===== src/hw/tslnr_params.svh =====
/*
 * constants of the limit / nonvolatile register bank: offsets, field
 * positions, reset values and timing figures.
 * assumes: included by its bare name from the package and design files.
 */
`ifndef TSLNR_PARAMS_SVH
`define TSLNR_PARAMS_SVH

`define TSLNR_ADDR_W      5
`define TSLNR_DATA_W      16
`define TSLNR_VAL_W       14
// register offsets
`define TSLNR_OFS_TEMP    5'h00
`define TSLNR_OFS_CFG     5'h01
`define TSLNR_OFS_UTH1    5'h02
`define TSLNR_OFS_LTH1    5'h03
`define TSLNR_OFS_UTH2    5'h04
`define TSLNR_OFS_LTH2    5'h05
`define TSLNR_OFS_NVM_LO  5'h06
`define TSLNR_OFS_NVM_HI  5'h0d
`define TSLNR_OFS_DIE     5'h0f
`define TSLNR_OFS_STAT    5'h10
`define TSLNR_OFS_CLR     5'h11
`define TSLNR_OFS_IEN     5'h12
// reset values
`define TSLNR_UTH_RST     16'h7ffc
`define TSLNR_LTH_RST     16'h8000
`define TSLNR_NVM_RST     16'h0000
`define TSLNR_RATE_RST    3'h5
// arbitrary neutral identification value
`define TSLNR_SILICON_IDENTITY      16'h0a5c
// field positions
`define TSLNR_LIM_LSB     2
`define TSLNR_UNLOCK_BIT  0
`define TSLNR_RATE_HI     15
`define TSLNR_RATE_LO     13
`define TSLNR_SEL1_BIT    12
`define TSLNR_SEL2_BIT    11
`define TSLNR_FLAG_HI     7
`define TSLNR_FLAG_LO     4
// interrupt events
`define TSLNR_EV_CONV     0
`define TSLNR_EV_AL1      1
`define TSLNR_EV_AL2      2
`define TSLNR_EV_NVM      3
`define TSLNR_EV_N        4
// timing
`define TSLNR_CLK_HZ      200000000
`define TSLNR_MS_PER_S    1000
`define TSLNR_PER_0_MS    15
`define TSLNR_PER_1_MS    50
`define TSLNR_PER_2_MS    100
`define TSLNR_PER_3_MS    250
`define TSLNR_PER_4_MS    500
`define TSLNR_PER_5_MS    1000
`define TSLNR_PER_6_MS    4000
`define TSLNR_PER_7_MS    16000
`define TSLNR_MS_W        14
`define TSLNR_NVM_DEPTH   8

`endif


===== src/hw/tslnr_pkg.sv =====
/*
 * types of the limit / nonvolatile register bank.
 * assumes: tslnr_params.svh on the include path.
 */
`include "tslnr_params.svh"

package tslnr_pkg;
    typedef logic [`TSLNR_ADDR_W-1:0] tslnr_addr_t;
    typedef logic [`TSLNR_DATA_W-1:0] tslnr_word_t;
    typedef logic [`TSLNR_VAL_W-1:0]  tslnr_val_t;
    typedef logic [`TSLNR_EV_N-1:0]   tslnr_ev_t;
    typedef logic [`TSLNR_MS_W-1:0]   tslnr_ms_t;
    typedef enum logic [2:0] {
        TSLNR_RATE_15MS  = 3'h0,
        TSLNR_RATE_50MS  = 3'h1,
        TSLNR_RATE_100MS = 3'h2,
        TSLNR_RATE_250MS = 3'h3,
        TSLNR_RATE_500MS = 3'h4,
        TSLNR_RATE_1S    = 3'h5,
        TSLNR_RATE_4S    = 3'h6,
        TSLNR_RATE_16S   = 3'h7
    } tslnr_rate_t;
endpackage : tslnr_pkg


===== src/hw/tslnr_mem_if.sv =====
/*
 * carrier between the register bank and its user word store.
 * assumes: one clock domain; the store registers its read data.
 */
`timescale 1ns/1ps
`default_nettype none

interface tslnr_mem_if;
    import tslnr_pkg::*;
    logic        wr_en;
    logic [2:0]  addr;
    tslnr_word_t wdata;
    tslnr_word_t rdata;
    modport ctrl  (output wr_en, output addr, output wdata, input rdata);
    modport store (input wr_en, input addr, input wdata, output rdata);
endinterface : tslnr_mem_if

`default_nettype wire


===== src/hw/tslnr_nvm_mem.sv =====
/*
 * eight-word user store; read data come from a register loaded every
 * cycle from the presented address.
 * assumes: writes are already qualified by the caller.
 */
`timescale 1ns/1ps
`default_nettype none
`include "tslnr_params.svh"

module tslnr_nvm_mem #(
    parameter int DEPTH = `TSLNR_NVM_DEPTH
) (
    input  wire logic      clk_sys,
    input  wire logic      reset,
    tslnr_mem_if.store     mem
);
    import tslnr_pkg::*;

    tslnr_word_t word_reg [DEPTH];

    // the carrier's address is three bits wide
    if (DEPTH != `TSLNR_NVM_DEPTH) begin : g_bad_depth
        $error("tslnr_nvm_mem: depth must match the address field");
    end

    // erased state reads as zero
    for (genvar i = 0; i < DEPTH; i++) begin : g_word
        always_ff @(posedge clk_sys or posedge reset) begin
            if (reset) begin
                word_reg[i] <= `TSLNR_NVM_RST;
            end else if (mem.wr_en && (mem.addr == 3'(i))) begin
                word_reg[i] <= mem.wdata;
            end
        end
    end

    // registered read port
    always_ff @(posedge clk_sys or posedge reset) begin
        if (reset) begin
            mem.rdata <= `TSLNR_NVM_RST;
        end else begin
            mem.rdata <= word_reg[mem.addr];
        end
    end
endmodule : tslnr_nvm_mem

`default_nettype wire


===== src/hw/tslnr_top.sv =====
/*
 * register bank of a chained temperature sensor: conversion pacing,
 * two limit pairs with window/threshold flags, user nonvolatile words,
 * identification register, interrupt status/clear/enable.
 * assumes: a conversion engine on clk_sys returns a 14-bit result with a
 * one-cycle temp_valid pulse after each conv_start; the serial front end
 * drives the plain register port.
 */
// The implementer's own choice: the plain strobed port.
// Summary of operation
// rate field 0..7 selects 15,50,100,250,500 ms,1,4,16 s; 1 s default
// upper threshold one at 2h, bits 15:2, reset 7ffch, low bits zero
// lower threshold one at 3h, bits 15:2, reset 8000h, low bits zero
// upper threshold two at 4h, bits 15:2, reset 7ffch, low bits zero
// lower threshold two at 5h, bits 15:2, reset 8000h, low bits zero
// eight 16-bit user words at 6h..dh, reading zero when erased
// user words accept writes only while the unlock bit is one
// user word writes while locked are discarded, word unchanged
// identification register at fh returns a fixed code
// identification register is read-only, writes do nothing
// window mode sets high/low flags; configuration read clears them
// threshold mode: high set above, cleared below low; low flag zero
// compare each result signed against limits once per conversion
// next conversion one period after previous start; new rate next period
`timescale 1ns/1ps
`default_nettype none
`include "tslnr_params.svh"

module tslnr_top #(
    parameter int CYC_PER_MS = `TSLNR_CLK_HZ / `TSLNR_MS_PER_S
) (
    input  wire logic               clk_sys,
    input  wire logic               reset,
    input  wire tslnr_pkg::tslnr_addr_t reg_addr,
    input  wire tslnr_pkg::tslnr_word_t reg_wdata,
    input  wire logic               reg_wr,
    input  wire logic               reg_rd,
    output logic [15:0]             reg_rdata,
    input  wire tslnr_pkg::tslnr_val_t  temp_result,
    input  wire logic               temp_valid,
    output logic                    conv_start,
    output logic                    irq
);
    import tslnr_pkg::*;

    localparam int CNT_W = $clog2(CYC_PER_MS + 1);

    if (CYC_PER_MS < 1) begin : g_bad_cyc
        $error("tslnr_top: CYC_PER_MS must be at least one");
    end

    tslnr_mem_if mem_bus ();

    // ---------------- address decode ----------------
    wire hit_temp = (reg_addr == `TSLNR_OFS_TEMP);
    wire hit_cfg  = (reg_addr == `TSLNR_OFS_CFG);
    wire hit_die  = (reg_addr == `TSLNR_OFS_DIE);
    wire hit_stat = (reg_addr == `TSLNR_OFS_STAT);
    wire hit_clr  = (reg_addr == `TSLNR_OFS_CLR);
    wire hit_ien  = (reg_addr == `TSLNR_OFS_IEN);
    wire hit_nvm  = (reg_addr >= `TSLNR_OFS_NVM_LO) && (reg_addr <= `TSLNR_OFS_NVM_HI);
    wire [1:0] hit_uth;
    wire [1:0] hit_lth;
    assign hit_uth[0] = (reg_addr == `TSLNR_OFS_UTH1);
    assign hit_lth[0] = (reg_addr == `TSLNR_OFS_LTH1);
    assign hit_uth[1] = (reg_addr == `TSLNR_OFS_UTH2);
    assign hit_lth[1] = (reg_addr == `TSLNR_OFS_LTH2);

    wire wr_temp = reg_wr && hit_temp;
    wire wr_cfg  = reg_wr && hit_cfg;
    wire rd_cfg  = reg_rd && hit_cfg;
    wire wr_nvm  = reg_wr && hit_nvm;

    // ---------------- control registers ----------------
    logic        unlock_reg;
    tslnr_rate_t rate_reg;
    logic [1:0]  sel_reg;       // 0 window, 1 threshold, per alert function
    tslnr_val_t  temp_reg;

    // unlock bit lives in the temperature register, result bits read-only
    always_ff @(posedge clk_sys or posedge reset) begin
        if (reset) begin
            unlock_reg <= 1'b0;
        end else if (wr_temp) begin
            unlock_reg <= reg_wdata[`TSLNR_UNLOCK_BIT];
        end
    end

    // configuration: rate field and mode selects
    always_ff @(posedge clk_sys or posedge reset) begin
        if (reset) begin
            rate_reg <= tslnr_rate_t'(`TSLNR_RATE_RST);
            sel_reg  <= 2'h0;
        end else if (wr_cfg) begin
            rate_reg <= tslnr_rate_t'(reg_wdata[`TSLNR_RATE_HI:`TSLNR_RATE_LO]);
            sel_reg  <= {reg_wdata[`TSLNR_SEL2_BIT], reg_wdata[`TSLNR_SEL1_BIT]};
        end
    end

    // last completed result
    always_ff @(posedge clk_sys or posedge reset) begin
        if (reset) begin
            temp_reg <= '0;
        end else if (temp_valid) begin
            temp_reg <= temp_result;
        end
    end

    // ---------------- conversion pacing ----------------
    logic [CNT_W-1:0] cyc_cnt_reg;
    tslnr_ms_t        ms_cnt_reg;
    tslnr_rate_t      rate_act_reg;   // rate latched at conversion start
    tslnr_ms_t        period_ms;

    // rate decode into milliseconds
    always_comb begin
        case (rate_act_reg)
            TSLNR_RATE_15MS:  period_ms = tslnr_ms_t'(`TSLNR_PER_0_MS);
            TSLNR_RATE_50MS:  period_ms = tslnr_ms_t'(`TSLNR_PER_1_MS);
            TSLNR_RATE_100MS: period_ms = tslnr_ms_t'(`TSLNR_PER_2_MS);
            TSLNR_RATE_250MS: period_ms = tslnr_ms_t'(`TSLNR_PER_3_MS);
            TSLNR_RATE_500MS: period_ms = tslnr_ms_t'(`TSLNR_PER_4_MS);
            TSLNR_RATE_1S:    period_ms = tslnr_ms_t'(`TSLNR_PER_5_MS);
            TSLNR_RATE_4S:    period_ms = tslnr_ms_t'(`TSLNR_PER_6_MS);
            TSLNR_RATE_16S:   period_ms = tslnr_ms_t'(`TSLNR_PER_7_MS);
            default:          period_ms = tslnr_ms_t'(`TSLNR_PER_5_MS);
        endcase
    end

    wire ms_tick   = (cyc_cnt_reg == CNT_W'(CYC_PER_MS - 1));
    wire period_up = ms_tick && (ms_cnt_reg == period_ms - tslnr_ms_t'(1));

    // millisecond enable divider
    always_ff @(posedge clk_sys or posedge reset) begin
        if (reset) begin
            cyc_cnt_reg <= '0;
        end else if (ms_tick) begin
            cyc_cnt_reg <= '0;
        end else begin
            cyc_cnt_reg <= cyc_cnt_reg + CNT_W'(1);
        end
    end

    // period counter; a rate change waits for the running period to end
    always_ff @(posedge clk_sys or posedge reset) begin
        if (reset) begin
            ms_cnt_reg   <= '0;
            rate_act_reg <= tslnr_rate_t'(`TSLNR_RATE_RST);
            conv_start   <= 1'b0;
        end else begin
            conv_start <= period_up;
            if (period_up) begin
                ms_cnt_reg   <= '0;
                rate_act_reg <= rate_reg;
            end else if (ms_tick) begin
                ms_cnt_reg <= ms_cnt_reg + tslnr_ms_t'(1);
            end
        end
    end

    // ---------------- limits and flags ----------------
    tslnr_val_t upper_val_reg [2];
    tslnr_val_t lower_val_reg [2];
    logic [1:0] over_upper_flag;
    logic [1:0] under_lower_flag;
    logic [1:0] flag_rise;

    for (genvar g = 0; g < 2; g++) begin : g_alert
        // signed compare, same 14-bit format as the limits
        wire over  = $signed(temp_result) > $signed(upper_val_reg[g]);
        wire under = $signed(temp_result) < $signed(lower_val_reg[g]);
        wire thr   = sel_reg[g];
        logic hi_next;
        logic lo_next;

        // threshold: hysteresis, no read clear; window: sticky, read clears
        always_comb begin
            hi_next = over_upper_flag[g];
            lo_next = under_lower_flag[g];
            if (thr) begin
                lo_next = 1'b0;
                if (temp_valid && over) begin
                    hi_next = 1'b1;
                end else if (temp_valid && under) begin
                    hi_next = 1'b0;
                end
            end else begin
                // a compare in the read cycle still sets the flag
                if (rd_cfg) begin
                    hi_next = 1'b0;
                    lo_next = 1'b0;
                end
                if (temp_valid && over) begin
                    hi_next = 1'b1;
                end
                if (temp_valid && under) begin
                    lo_next = 1'b1;
                end
            end
        end

        assign flag_rise[g] = (hi_next & ~over_upper_flag[g]) | (lo_next & ~under_lower_flag[g]);

        always_ff @(posedge clk_sys or posedge reset) begin
            if (reset) begin
                over_upper_flag[g]  <= 1'b0;
                under_lower_flag[g] <= 1'b0;
            end else begin
                over_upper_flag[g]  <= hi_next;
                under_lower_flag[g] <= lo_next;
            end
        end

        // limit fields, two low bits are not stored
        always_ff @(posedge clk_sys or posedge reset) begin
            if (reset) begin
                upper_val_reg[g] <= tslnr_val_t'(`TSLNR_UTH_RST >> `TSLNR_LIM_LSB);
                lower_val_reg[g] <= tslnr_val_t'(`TSLNR_LTH_RST >> `TSLNR_LIM_LSB);
            end else begin
                if (reg_wr && hit_uth[g]) begin
                    upper_val_reg[g] <= reg_wdata[`TSLNR_DATA_W-1:`TSLNR_LIM_LSB];
                end
                if (reg_wr && hit_lth[g]) begin
                    lower_val_reg[g] <= reg_wdata[`TSLNR_DATA_W-1:`TSLNR_LIM_LSB];
                end
            end
        end
    end

    // ---------------- user words ----------------
    wire nvm_refused = wr_nvm && !unlock_reg;

    // locked writes never reach the store
    assign mem_bus.wr_en = wr_nvm && unlock_reg;
    assign mem_bus.addr  = 3'(reg_addr - `TSLNR_OFS_NVM_LO);
    assign mem_bus.wdata = reg_wdata;

    tslnr_nvm_mem #(
        .DEPTH (`TSLNR_NVM_DEPTH)
    ) u_nvm (
        .clk_sys (clk_sys),
        .reset   (reset),
        .mem     (mem_bus.store)
    );

    // ---------------- interrupts ----------------
    tslnr_ev_t status_reg;
    tslnr_ev_t ien_reg;
    tslnr_ev_t ev_set;
    wire       wr_clr = reg_wr && hit_clr;

    assign ev_set[`TSLNR_EV_CONV] = temp_valid;
    assign ev_set[`TSLNR_EV_AL1]  = flag_rise[0];
    assign ev_set[`TSLNR_EV_AL2]  = flag_rise[1];
    assign ev_set[`TSLNR_EV_NVM]  = nvm_refused;

    // set beats a clear in the same cycle
    always_ff @(posedge clk_sys or posedge reset) begin
        if (reset) begin
            status_reg <= '0;
            ien_reg    <= '0;
            irq        <= 1'b0;
        end else begin
            status_reg <= (status_reg & ~(wr_clr ? reg_wdata[`TSLNR_EV_N-1:0] : '0)) | ev_set;
            if (reg_wr && hit_ien) begin
                ien_reg <= reg_wdata[`TSLNR_EV_N-1:0];
            end
            irq <= |(status_reg & ien_reg);
        end
    end

    // ---------------- read path ----------------
    tslnr_word_t cfg_view;
    tslnr_word_t rd_mux;
    logic        rd_nvm_reg;
    tslnr_word_t rdata_reg;

    // flags of a threshold-mode function read zero in the low position
    assign cfg_view = {rate_reg, sel_reg[0], sel_reg[1], 3'h0,
                       over_upper_flag[0], under_lower_flag[0] & ~sel_reg[0],
                       over_upper_flag[1], under_lower_flag[1] & ~sel_reg[1], 4'h0};

    assign rd_mux = hit_temp   ? {temp_reg, 1'b0, unlock_reg} :
                    hit_cfg    ? cfg_view :
                    hit_uth[0] ? {upper_val_reg[0], 2'h0} :
                    hit_lth[0] ? {lower_val_reg[0], 2'h0} :
                    hit_uth[1] ? {upper_val_reg[1], 2'h0} :
                    hit_lth[1] ? {lower_val_reg[1], 2'h0} :
                    hit_die    ? `TSLNR_SILICON_IDENTITY :
                    hit_stat   ? {12'h000, status_reg} :
                    hit_ien    ? {12'h000, ien_reg} :
                    16'h0000;

    // data register, zero outside the answer cycle
    always_ff @(posedge clk_sys or posedge reset) begin
        if (reset) begin
            rdata_reg  <= '0;
            rd_nvm_reg <= 1'b0;
        end else begin
            rdata_reg  <= reg_rd ? rd_mux : '0;
            rd_nvm_reg <= reg_rd && hit_nvm;
        end
    end

    // store answers from its own output register
    assign reg_rdata = rd_nvm_reg ? mem_bus.rdata : rdata_reg;
endmodule : tslnr_top

`default_nettype wire


===== config.mk =====
export PLATFORM = sky130hd
export DESIGN_NAME = tslnr_top
export DESIGN_NICKNAME = d
export VERILOG_FILES = /design/src/hw/tslnr_pkg.sv /design/src/hw/tslnr_mem_if.sv /design/src/hw/tslnr_nvm_mem.sv /design/src/hw/tslnr_top.sv
export VERILOG_INCLUDE_DIRS = /design/src /design/src/hw
export SDC_FILE = /design/constraint.sdc
export NUM_CORES = 1
export LEC_CHECK = 0
export ABC_AREA = 1
export BUFFER_PORTS_ARGS = -buffer_cell sky130_fd_sc_hd__clkbuf_2
export CAP_MARGIN = 0
export CORE_MARGIN = 1.5
export CORE_UTILIZATION = 44
export DETAILED_ROUTE_END_ITERATION = 8
export PLACE_DENSITY = 0.59
export SYNTH_ARGS = -nofsm -noshare
export SYNTH_HDL_FRONTEND = slang
export SYNTH_SLANG_ARGS = --single-unit

===== constraint.sdc =====
create_clock -name clk_sys -period 11.97 [get_ports clk_sys]
set_input_delay 2.394 -clock clk_sys [delete_from_list [all_inputs] [get_ports clk_sys]]
set_output_delay 2.394 -clock clk_sys [all_outputs]
set_load 0.05 [all_outputs]

=== Yosys cells after proc, flatten, opt, wreduce, memory -nomap -nowiden ===
Memory sizes are Yosys's and may differ from the RTL's.
Cells that the tools add are included.

* Add/sub/neg operators: 4
* Multiply operators: 0
* Divide/modulo/power cells: 0
* Order comparisons: 7
* Equal/unequal tests: 18
* Shift-type cells: 0
* Mux-type cells: 34
* Bitwise gates (word level): 19
* Reductions and logical operators: 32

{| class="wikitable"
|+ Operators by type and width
! kind !! count
|-
| 16-bit two-way mux || 10
|-
| 16-bit binary-select mux with 3-bit select || 1
|-
| 14-bit > comparator || 2
|-
| 14-bit < comparator || 2
|-
| 14-bit two-way mux || 2
|-
| 1-bit logical AND || 27
|-
| 18-bit by 1-bit adder with 18-bit output, second input constant || 1
|-
| 18-bit equality test, second input constant || 1
|-
| 18-bit two-way mux || 1
|-
| 1-bit two-way mux || 16
|-
| 5-bit equality test, second input constant || 3
|-
| 14-bit by 1-bit adder with 14-bit output, second input constant || 1
|-
| 14-bit equality test || 1
|-
| 14-bit by 1-bit subtractor with 14-bit output, second input constant || 1
|-
| 3-bit equality test, second input constant || 4
|-
| 12-bit two-way mux || 1
|-
| 4-bit two-way mux || 3
|-
| 5-bit by 2-bit equality test with 1-bit output, second input constant || 2
|-
| 5-bit by 3-bit equality test with 1-bit output, second input constant || 2
|-
| 4-bit AND || 2
|-
| 1-bit AND || 6
|-
| 3-bit by 2-bit equality test with 1-bit output, second input constant || 2
|-
| 1-bit inverter || 6
|-
| 5-bit by 1-bit equality test with 1-bit output, second input constant || 1
|-
| other kinds (15) || 16
|}

* Register bits after elaboration: 286
* Latch bits: 0
* Memory bits (writable): 0
* ROM bits: 112
* Input port bits: 40
* Logic and storage cells: 145
* Memories: 1

{| class="wikitable"
|+ Memories
! memory !! words !! bits a word !! rd ports !! clocked after memory_dff !! wr ports !! RTL line !! source
|-
| (no name shown) || 8 || 14 || 1 || 0 || 0 || tslnr_top.sv:117 || <nowiki>case (rate_act_reg)</nowiki>
|}

=== Longest topological paths before layout ===
Gate-level depths: netlist of run 1.

* Word-level depth: 11
* Gate-level depth with buffers: 14
* Depth with buffers taken out: 14

=== Cells and area by module ===
A second synthesis of run 1 with hierarchy kept.

* Cell total of the unflattened synthesis: 2060
* Area total of the unflattened synthesis: 15638.7 µm²

{| class="wikitable"
|+ Modules (own cells, without submodules)
! module !! times used !! cells each !! area each (µm²)
|-
| tslnr_top || 1 || 1225 || 9140.0
|-
| tslnr_nvm_mem || 1 || 835 || 6498.7
|}

=== Worst setup path after synthesis of run 1 ===
OpenSTA, ideal clock, no wires.

* Path type: input port to flip-flop
* From: in reg_addr[1]
* To: reg u_nvm.word_reg[125] in the netlist's numbering
* Arrival: 3.695 ns
* Required time: 11.839 ns
* Path slack: 8.144 ns
* Cell stages on the path: 13
* Buffers on the path: 1
* Cell sequence: inv_2 ha_1 nand2_1 nand2_1 o21ai_1 inv_1 o22ai_2 nand2_2 nor2_8 nand3_4 buf_4 nand2_1 o21ai_2

* Longest elaborated chain between the ends: 5

{| class="wikitable"
|+ Ends and longest elaborated chain
! element !! RTL line !! source
|-
| start, declared || tslnr_top.sv:34 || <nowiki>input wire tslnr_pkg::tslnr_addr_t reg_addr,</nowiki>
|-
| 5-bit by 3-bit >= comparator with 1-bit output (no source line) / 5-bit by 4-bit <= comparator with 1-bit output (equally long branches) || - ||
|-
| 1-bit logical AND || tslnr_top.sv:61 || <nowiki>wire hit_nvm = (reg_addr >= `TSLNR_OFS_NVM_LO) && (reg_addr <= `TSLNR_OFS_NVM_HI);</nowiki>
|-
| 1-bit logical AND || tslnr_top.sv:72 || <nowiki>wire wr_nvm = reg_wr && hit_nvm;</nowiki>
|-
| 1-bit logical AND || tslnr_top.sv:234 || <nowiki>assign mem_bus.wr_en = wr_nvm && unlock_reg;</nowiki>
|-
| 1-bit logical AND (*) || tslnr_nvm_mem.sv:31 || <nowiki>end else if (mem.wr_en && (mem.addr == 3'(i))) begin</nowiki>
|-
| end signal, assigned by index || tslnr_nvm_mem.sv:30 || <nowiki>word_reg[i] <= `TSLNR_NVM_RST;</nowiki>
|-
| end signal, assigned by index || tslnr_nvm_mem.sv:32 || <nowiki>word_reg[i] <= mem.wdata;</nowiki>
|-
| end, declared || tslnr_nvm_mem.sv:19 || <nowiki>tslnr_word_t word_reg [DEPTH];</nowiki>
|}

Mark *: on every way between the ends. The rest lies on a longest branch, timed or not.
A chain may end at the register's enable or synchronous reset.

=== Worst setup path after layout of run 1 ===
* From: in reg_addr[0]
* To: reg upper_val_reg[17] in the netlist's numbering

* Longest elaborated chain between the ends: 2

{| class="wikitable"
|+ Ends and longest elaborated chain
! element !! RTL line !! source
|-
| 5-bit by 2-bit equality test with 1-bit output (no source line) || - ||
|-
| 1-bit logical AND || tslnr_top.sv:220 || <nowiki>if (reg_wr && hit_uth[g]) begin</nowiki>
|-
| end signal, assigned by index || tslnr_top.sv:217 || <nowiki>upper_val_reg[g] <= tslnr_val_t'(`TSLNR_UTH_RST >> `TSLNR_LIM_LSB);</nowiki>
|-
| end signal, assigned by index || tslnr_top.sv:221 || <nowiki>upper_val_reg[g] <= reg_wdata[`TSLNR_DATA_W-1:`TSLNR_LIM_LSB];</nowiki>
|-
| end, declared || tslnr_top.sv:162 || <nowiki>tslnr_val_t upper_val_reg [2];</nowiki>
|}

Every way passes these cells.

==> results of run 1 <==
==> per-stage QoR <==
step | total power (W) | instance area (um^2)
after floorplan | 0.00148 | 15100
after global placement | 0.00159 | 15500
after detailed placement | 0.00161 | 15500
after CTS | 0.00272 | 16700
after global routing | 0.00283 | 16700
final | 0.00270 | 16700
==> final timing paths <==
check                                                 endpoint  depth (start not counted)                         from
worst min register to register        temp_reg[10]$_DFFE_PP0P_                          2     temp_reg[10]$_DFFE_PP0P_
worst max-delay path             upper_val_reg[17]$_DFFE_PP1P_                          8                  reg_addr[0]
worst min-delay path                  temp_reg[10]$_DFFE_PP0P_                          2     temp_reg[10]$_DFFE_PP0P_
max in group asynchronous       u_nvm.word_reg[23]$_DFFE_PP0P_                          3                        reset
min in group asynchronous           ms_cnt_reg[10]$_DFFE_PP0P_                          2                        reset
worst max register to register       ms_cnt_reg[4]$_DFFE_PP0P_                         12  rate_act_reg[1]$_DFFE_PP0P_
==> kinds of logic (layout without fill, tap and decap cells) <==
| kind of cell | count (synthesis) | count (layout) | share of synthesized area [%] |
|---|---|---|---|
| adder cells (fa/ha/maj) | 68 | 68 | 5.63 |
| XOR/XNOR | 19 | 19 | 1.10 |
| AO/OA/AOI/OAI | 388 | 388 | 15.1 |
| AND/OR/NAND/NOR | 770 | 770 | 21.6 |
| multiplexers | 16 | 16 | 1.19 |
| buffers and inverters | 266 | 310 | 7.74 |
| flip-flops | 286 | 286 | 47.6 |
==> cells in the mapped netlist, types with 2 or more instances <==
master	n
a211oi_1	8
a21boi_0	3
a21oi_1	54
a22oi_1	32
a31oi_1	19
a41oi_1	2
buf_1	3
buf_2	8
buf_4	7
buf_6	18
clkbuf_1	43
clkinv_1	3
dfrtp_1	254
dfstp_2	32
ha_1	68
inv_1	177
inv_2	7
mux2_2	16
nand2_1	525
nand2_2	3
nand3_1	77
nand3_4	8
nand3b_1	4
nand4_1	26
nor2_1	98
nor2_2	4
nor2_4	2
nor3_1	13
nor4_1	5
o211ai_1	5
o21ai_0	117
o21ai_1	96
o21ai_2	34
o21bai_1	4
o221ai_1	2
o22ai_1	4
o2bb2ai_1	4
or2_2	3
xnor2_1	2
xor2_1	17
==> cell type report <==
class	count	share of cell area (%)
flip-flops and latches	286	43.0
multi-input cells	1261	40.3
clock buffers	47	5.85
inverters	187	4.24
well taps	448	3.35
repair buffers	61	1.96
clock inverters	15	1.34
==> report_power, final <==
part           switching, W  leakage, nW  internal [W]
combinational      0.000252         3.78      0.000142
clock              0.000436        0.589      0.000669
sequential        0.0000844         3.68       0.00111
==> metal layers <==
layer	vias up	track usage [%]	routed length [um]
met1	5834	32.9	18800
met3	90	2.83	1840
met4	0	8.46	1290
met2	320	38.4	18800
met5	-	0	0
li1	6016	-	-
==> worst max-delay path: stages <==
cell and delay, ns:
clkbuf_2 0.16, inv_2 0.11, nand2_2 0.08, inv_2 0.62, nand2_1 0.43, clkinv_1 0.28, nand2_1 0.53, o21ai_0 0.38
==> qor.yml, run 1 <==
status: "complete, no violations"
clock.fmax_mhz: 219
die_h_um: 188
gp_congestion: 0.941
dp.cells: 2243
p_leak_nw: 8.05
whs_ns: 0.466
cts_setup_buffers: 0
syn_area_per_cell_um2: 8.33
netlist_instances: 1813
finalCritPeriodShare_pct: 38.1
die_x_um: 188
hold_path_class: "register to register"
vdd_ir_drop_max_v: 0.0000976
path_clk_slew_ns: 0.06
fin_skew_ns: 0.0146
setup_viol: 0
nets: 1939
wl_per_cell_um: 17.7
cts_buffer_depth: 3
finalSetupTns_ns: 0
io_pins: 58
synth_top_area_share_pct: 42.1
final_layout_size_suffix_gt1_share_pct: 12.4
synthToLayoutAreaGrowth_pct: 10.8
htree_levels: 2
timing.final.crit_period_ns: 4.56
portBuffers: 57
largest_reg_flops: 128
drtAntennaViolNets: 0
grt_pass1_wl_um: 66200
ctsRootBufferMaster: "clkbuf_16"
synth_area_mm2: 0.0151
wl_um: 40700
cts_tree: "built"
yosysSeqAreaShare_pct: 47.6
crit_type: "primary input to register"
multiInputGateArea_mm2: 0.00675
regArea_mm2: 0.00720
fin_util_pct: 49.7
num_antenna_cells: 0
synth-async-reset-ratio_pct: 100
via_per_inst: 5.32
hold_violations: 0
cts.sinks: 286
yosys_most_used_dff: "dfrtp_1"
ys_types: 46
antenna_found_initial: 0
path_max_fanout: 35
ctsResizeCount: 0
n_fill_cell: 3251
grt_max_degree: 174
clock_latency_ns: 0.54
grt_pass1_vias: 12000
required_ns: 12.40
final_cell_mix: "525 x nand2_1, 254 x dfrtp_1, 176 x inv_1"
grtUsageTotal_pct: 23.7
drv_slew: 0
ys_ff_latch: 286
place_ws_ns: 6.79
hpwlAfterDp_um: 27700
rsz0062_at_grt: "false"
worst_slew_pin_slew_ns: 1.01
worstPathArrival_ns: 4.99
start_util_pct: 44.8
rows: 67
slew_headroom_pct: 32.8
vias: 12300
postSynthNetCount: 1921
drt_first_pass_iters: 6
fp.dieArea_mm2: 0.0355
maxCapViolCount: 0
synthTopCellsByArea: "dfrtp_1 42%, nand2_1 13%, ha_1 5.6%"
worst_setup_path_start_kind: "primary input"
p_per_area_mw_per_mm2: 161
cts_hold_buf: 0
r2r_setup_slack_ns: 9.04
synth_edf_count: 0
cts_made_buffers: 34
grt_overflow: 0
core_mm2: 0.0337
drt_iter0_drc: 1037
worst_slack_ns: 7.41
drc: 0
yosys.area.top_type: "dfrtp_1"
yosysWarningCount: 0
endpoint_kind: "register"
fin_cells: 2305
layout_commonest_cell: "nand2_1"
(Power assumes the default switching activity.)
==> run 2, diff against run 1 <==
--- a/config.mk
+++ b/config.mk
@@ -6,7 +6,7 @@
 export SDC_FILE = /design/constraint.sdc
 export NUM_CORES = 1
 export LEC_CHECK = 0
-export ABC_AREA = 1
+export ABC_AREA = 0
 export BUFFER_PORTS_ARGS = -buffer_cell sky130_fd_sc_hd__clkbuf_2
 export CAP_MARGIN = 0
 export CORE_MARGIN = 1.5
==> constraint.sdc (replaced) <==
create_clock -name clk_sys -period 4.2 [get_ports clk_sys]
set_input_delay 0.84 -clock clk_sys [delete_from_list [all_inputs] [get_ports clk_sys]]
set_output_delay 0.84 -clock clk_sys [all_outputs]
set_load 0.05 [all_outputs]
==> qor.yml, run 2 <==
status: "complete, no violations"
rsz0062_at_grt: "false"
worstPathArrival_ns: 3.71
whs_ns: 0.414
grt_overflow: 0
drt_first_pass_iters: 5
die_x_um: 186
synth_area_mm2: 0.0148
n_fill_cell: 2940
vdd_ir_drop_max_v: 0.000314
worst_slack_ns: 0.900
ctsRootBufferMaster: "clkbuf_16"
yosysWarningCount: 0
vias: 9559
hpwlAfterDp_um: 25500
gp_congestion: 0.872
synth_edf_count: 0
synth.most_common_cell: "dfrtp_1"
path_clk_slew_ns: 0.05
cts_buffer_depth: 3
finalSetupTns_ns: 0
fp.dieArea_mm2: 0.0346
synth_top_area_share_pct: 43.1
cts_made_buffers: 34
worst_setup_path_start_kind: "register"
worstReg2RegEnd: "rate_act_reg[1]$_DFFE_PP0P_"
cp-endpoint: "rate_act_reg[1]$_DFFE_PP0P_"
ctsResizeCount: 0
drt_iter0_drc: 557
slew_headroom_pct: 26.5
final_cell_mix: "254 x dfrtp_1, 238 x mux2_2, 68 x ha_1"
via_per_inst: 5.62
cts_hold_buf: 0
crit_type: "register to register"
num_antenna_cells: 0
final_layout_size_suffix_gt1_share_pct: 36.0
endpoint_kind: "register"
place_ws_ns: 0.896
finalCritPeriodShare_pct: 78.6
yosys_most_used_dff: "dfrtp_1"
ys_ff_latch: 286
synthTopCellsByArea: "dfrtp_1 43%, mux2_2 18%, ha_1 5.8%"
cts.sinks: 286
largest_reg_flops: 128
htree_levels: 2
start_util_pct: 45.0
grtUsageTotal_pct: 22.3
ys_types: 68
synth-async-reset-ratio_pct: 100
setup_viol: 0
antenna_found_initial: 0
layout_commonest_cell: "dfrtp_1"
hold_path_class: "primary input to asynchronous set/reset pin"
die_h_um: 186
worstSetupStartpoint: "rate_act_reg[2]$_DFFE_PP1P_"
drc: 0
drtAntennaViolNets: 0
p_leak_nw: 7.72
cts_tree: "built"
hold_violations: 0
wl_um: 37100
nets: 1343
reg2reg_depth: 9
placedInstanceArea_mm2: 0.0155
maxCapViolCount: 0
final_area_mm2: 0.0166
required_ns: 4.61
syn_area_per_cell_um2: 12.5
fin_skew_ns: 0.0245
ys_top_cells_by_count: "254 x dfrtp_1, 238 x mux2_2, 68 x ha_1"
grt_pass1_wl_um: 57700
path_max_fanout: 19
postSynthNetCount: 1290
cts_setup_buffers: 0
yosys.area.top_type: "dfrtp_1"
netlist_instances: 1182
worst_slew_pin_slew_ns: 1.09
p_per_area_mw_per_mm2: 437
yosysSeqAreaShare_pct: 48.8
portBuffers: 57
timing.final.crit_period_ns: 3.30
clock_latency_ns: 0.54
core_mm2: 0.0328
grt_pass1_vias: 9816
rows: 66
rr_startpoint: "rate_act_reg[2]$_DFFE_PP1P_"
clock.fmax_mhz: 303
grt_max_degree: 105
r2r_setup_slack_ns: 0.90
synthToLayoutAreaGrowth_pct: 12.8
wl_per_cell_um: 21.8
io_pins: 58
drv_slew: 0
[run 2: power breakdown]
part | switching, W | internal [W]
clock network | 0.00119 | 0.00171
registers | 0.000216 | 0.00311
logic | 0.000554 | 0.000500
total | 0.00196 | 0.00532
[run 2: layout make-up]
class / count / area (um^2) / share of cell area (%)
timing repair buffer: 82 / 515 / 3.10
sequential: 286 / 7200 / 43.3
clock inverter: 6 / 98.8 / 0.594
clock buffer: 55 / 1000 / 6.01
inverter: 67 / 255 / 1.53
tap: 442 / 553 / 3.32
multi-input combinational: 764 / 7020 / 42.2
[run 2: kinds of logic after synthesis]
kind of cell / after synthesis / synth area share (%)
flip-flops: 286 / 48.8
XOR/XNOR: 43 / 2.55
multiplexers: 286 / 24.2
AO/OA/AOI/OAI: 148 / 6.84
buffers and inverters: 132 / 3.70
AND/OR/NAND/NOR: 219 / 8.18
adder cells (fa/ha/maj): 68 / 5.77
[run 2: per-stage QoR]
| step | power, W | utilization (%) | instances |
|---|---|---|---|
| floorplan | 0.00407 | - | 1182 |
| global placement | 0.00438 | 47.4 | 1641 |
| detailed placement | 0.00442 | 47.4 | 1641 |
| CTS | 0.00735 | 50.8 | 1702 |
| global route | 0.00760 | 50.8 | 1702 |
| finish | 0.00728 | 50.8 | 1702 |
[run 2: worst max-delay path, stage by stage (launching register included)]
cell and delay [ns]:
dfstp_2 0.73, inv_1 0.12, ha_1 0.34, or4b_2 0.62
o21bai_1 0.22, xor2_1 0.10, nor2_1 0.16, nand2_1 0.11
nor4_4 0.41, mux2_2 0.38
[run 2: how the worst min path moves through the flow]
stage,depth (start not counted),slack (ns),end
floorplan,1,0.44,cyc_cnt_reg[4]$_DFF_PP0_
global placement,1,0.46,u_nvm.word_reg[95]$_DFFE_PP0P_
detailed placement,1,0.47,cyc_cnt_reg[4]$_DFF_PP0_
CTS,2,0.42,ms_cnt_reg[8]$_DFFE_PP0P_
global route,2,0.46,ms_cnt_reg[8]$_DFFE_PP0P_
finish,2,0.41,ms_cnt_reg[8]$_DFFE_PP0P_
[run 2: layer usage]
metal	wire length (um)	global-route usage, %	up-vias
li1	-	-	4372
met2	17600	36.9	192
met1	17000	30.1	4925
met4	991	6.97	0
met3	1470	3.31	70
met5	0	0	-
==> run 3, diff against run 2 <==
--- a/config.mk
+++ b/config.mk
@@ -6,13 +6,13 @@
 export SDC_FILE = /design/constraint.sdc
 export NUM_CORES = 1
 export LEC_CHECK = 0
-export ABC_AREA = 0
+export ABC_AREA = 1
 export BUFFER_PORTS_ARGS = -buffer_cell sky130_fd_sc_hd__clkbuf_2
 export CAP_MARGIN = 0
 export CORE_MARGIN = 1.5
 export CORE_UTILIZATION = 44
 export DETAILED_ROUTE_END_ITERATION = 8
-export PLACE_DENSITY = 0.59
+export PLACE_DENSITY = 0.61
 export SYNTH_ARGS = -nofsm -noshare
 export SYNTH_HDL_FRONTEND = slang
 export SYNTH_SLANG_ARGS = --single-unit
==> constraint.sdc (replaced) <==
create_clock -name clk_sys -period 2.9 [get_ports clk_sys]
set_input_delay 0.58 -clock clk_sys [delete_from_list [all_inputs] [get_ports clk_sys]]
set_output_delay 0.58 -clock clk_sys [all_outputs]
set_load 0.05 [all_outputs]
==> qor.yml, run 3 (synthesized netlist as in run 1, its figures left out) <==
cts_buffer_depth: 3
grt_pass1_wl_um: 66900
slew_headroom_pct: 38.0
clock.fmax_mhz: 380
maxCapViolCount: 0
drtAntennaViolNets: 0
drt_first_pass_iters: 5
fp.dieArea_mm2: 0.0355
status: "complete, no violations"
cts_tree: "built"
final_cell_mix: "525 x nand2_1, 254 x dfrtp_1, 175 x inv_1"
hold_path_class: "primary input to asynchronous set/reset pin"
path_clk_slew_ns: 0.06
die_h_um: 188
final_area_mm2: 0.0169
grt_overflow: 0
grtUsageTotal_pct: 23.7
dp.cells: 2267
core_mm2: 0.0337
worstPathArrival_ns: 3.08
required_ns: 3.35
final_layout_size_suffix_gt1_share_pct: 13.3
multiInputGateArea_mm2: 0.00676
drc: 0
cts.sinks: 286
largest_reg_flops: 128
crit_type: "register to register"
wl_um: 41100
endpoint_kind: "register"
regArea_mm2: 0.00720
placedInstanceArea_mm2: 0.0158
rsz0062_at_grt: "false"
timing.final.crit_period_ns: 2.63
ctsRootBufferMaster: "clkbuf_16"
n_fill_cell: 3258
die_x_um: 188
rows: 67
synthToLayoutAreaGrowth_pct: 11.7
antenna_found_initial: 0
p_per_area_mw_per_mm2: 628
via_per_inst: 5.29
fin_cells: 2326
io_pins: 58
layout_commonest_cell: "nand2_1"
hold_violations: 0
start_util_pct: 44.8
num_antenna_cells: 0
drt_iter0_drc: 836
clock_latency_ns: 0.57
drv_slew: 0
fin_skew_ns: 0.0212
path_max_fanout: 15
nets: 1962
vdd_ir_drop_max_v: 0.000553
finalCritPeriodShare_pct: 90.7
grt_max_degree: 63
worst_setup_path_start_kind: "register"
worst_slew_pin_slew_ns: 0.928
htree_levels: 1
hpwlAfterDp_um: 29400
cts_made_buffers: 31
setup_viol: 0
wl_per_cell_um: 17.7
p_leak_nw: 8.12
gp_congestion: 0.909
vias: 12300
grt_pass1_vias: 12300
portBuffers: 57
run 3: changes by cell type in the layout (fill, tap and decap cells not counted), sizes merged, moves of 22 or more:
cell,previous run,this run
mux2,243,16
nor2,55,105
nand2,49,528
a22oi,6,32
mux4,32,0
inv,68,184
o21ai,26,247
nand3,24,85
xnor2,24,2
run 3: layout make-up:
cell class                      instances  area share [%]
Tap cell                              448            3.32
Multi-Input combinational cell       1261            40.1
Clock buffer                           51            5.58
Timing Repair Buffer                   87            3.62
Clock inverter                          6           0.519
Sequential cell                       286            42.7
Inverter                              187            4.21
run 3: power breakdown:
group	internal (W)	switching (W)
clock network	0.00238	0.00164
registers	0.00459	0.000328
logic	0.000610	0.00105
run 3: timing repair:
action                                  CTS  global route
endpoints found under the setup margin    0            13
hold buffers                              0             0
buffers inserted                          0             2
endpoints found under the hold margin     0             0
resized for setup                         0             5
run 3: routing by layer:
metal,share of wire (%),GRT usage (%)
met4,2.6,6.35
met1,46,32.7
met5,0,0
met2,47,39.9
met3,4.2,2.53
run 3: path summary, 6_finish.rpt:
check | start | to | slack (ns) | cells past startpoint
max | rate_act_reg[2]$_DFFE_PP1P_ | ms_cnt_reg[4]$_DFFE_PP0P_ | 0.27 | 12
min | reset | lower_val_reg[25]$_DFFE_PP0P_ | 0.07 | 2
max reg2reg | rate_act_reg[2]$_DFFE_PP1P_ | ms_cnt_reg[4]$_DFFE_PP0P_ | 0.27 | 12
min reg2reg | temp_reg[10]$_DFFE_PP0P_ | temp_reg[10]$_DFFE_PP0P_ | 0.47 | 2
max in group asynchronous | reset | rate_reg[2]$_DFFE_PP1P_ | 2.09 | 3
min in group clk_sys | reg_wdata[7] | lower_val_reg[5]$_DFFE_PP0P_ | 0.23 | 3
run 3: worst max-delay path, stage by stage (launching register included):
cell	delay, ns
dfstp_4	0.71
clkinvlp_4	0.18
buf_4	0.18
ha_1	0.37
inv_1	0.08
nand3_1	0.13
nand2_1	0.07
nand2_1	0.06
nand2_1	0.10
nor2_2	0.23
nand3_1	0.19
inv_2	0.15
nor2_1	0.06
run 3: per-stage QoR:
stage          power (W)  utilization [%]  hold WS, ns  worst slack, ns  setup TNS, ns
4_1_cts           0.0107             49.9       0.0767           0.0794              0
3_3_place_gp     0.00658             46.9        0.451            0.129              0
6_report          0.0106             50.1       0.0719            0.269              0
2_1_floorplan    0.00613                -        0.437            -1.45        -381.14
5_1_grt           0.0112             50.1       0.0974           0.0779              0
3_5_place_dp     0.00665             46.9        0.454            0.101              0
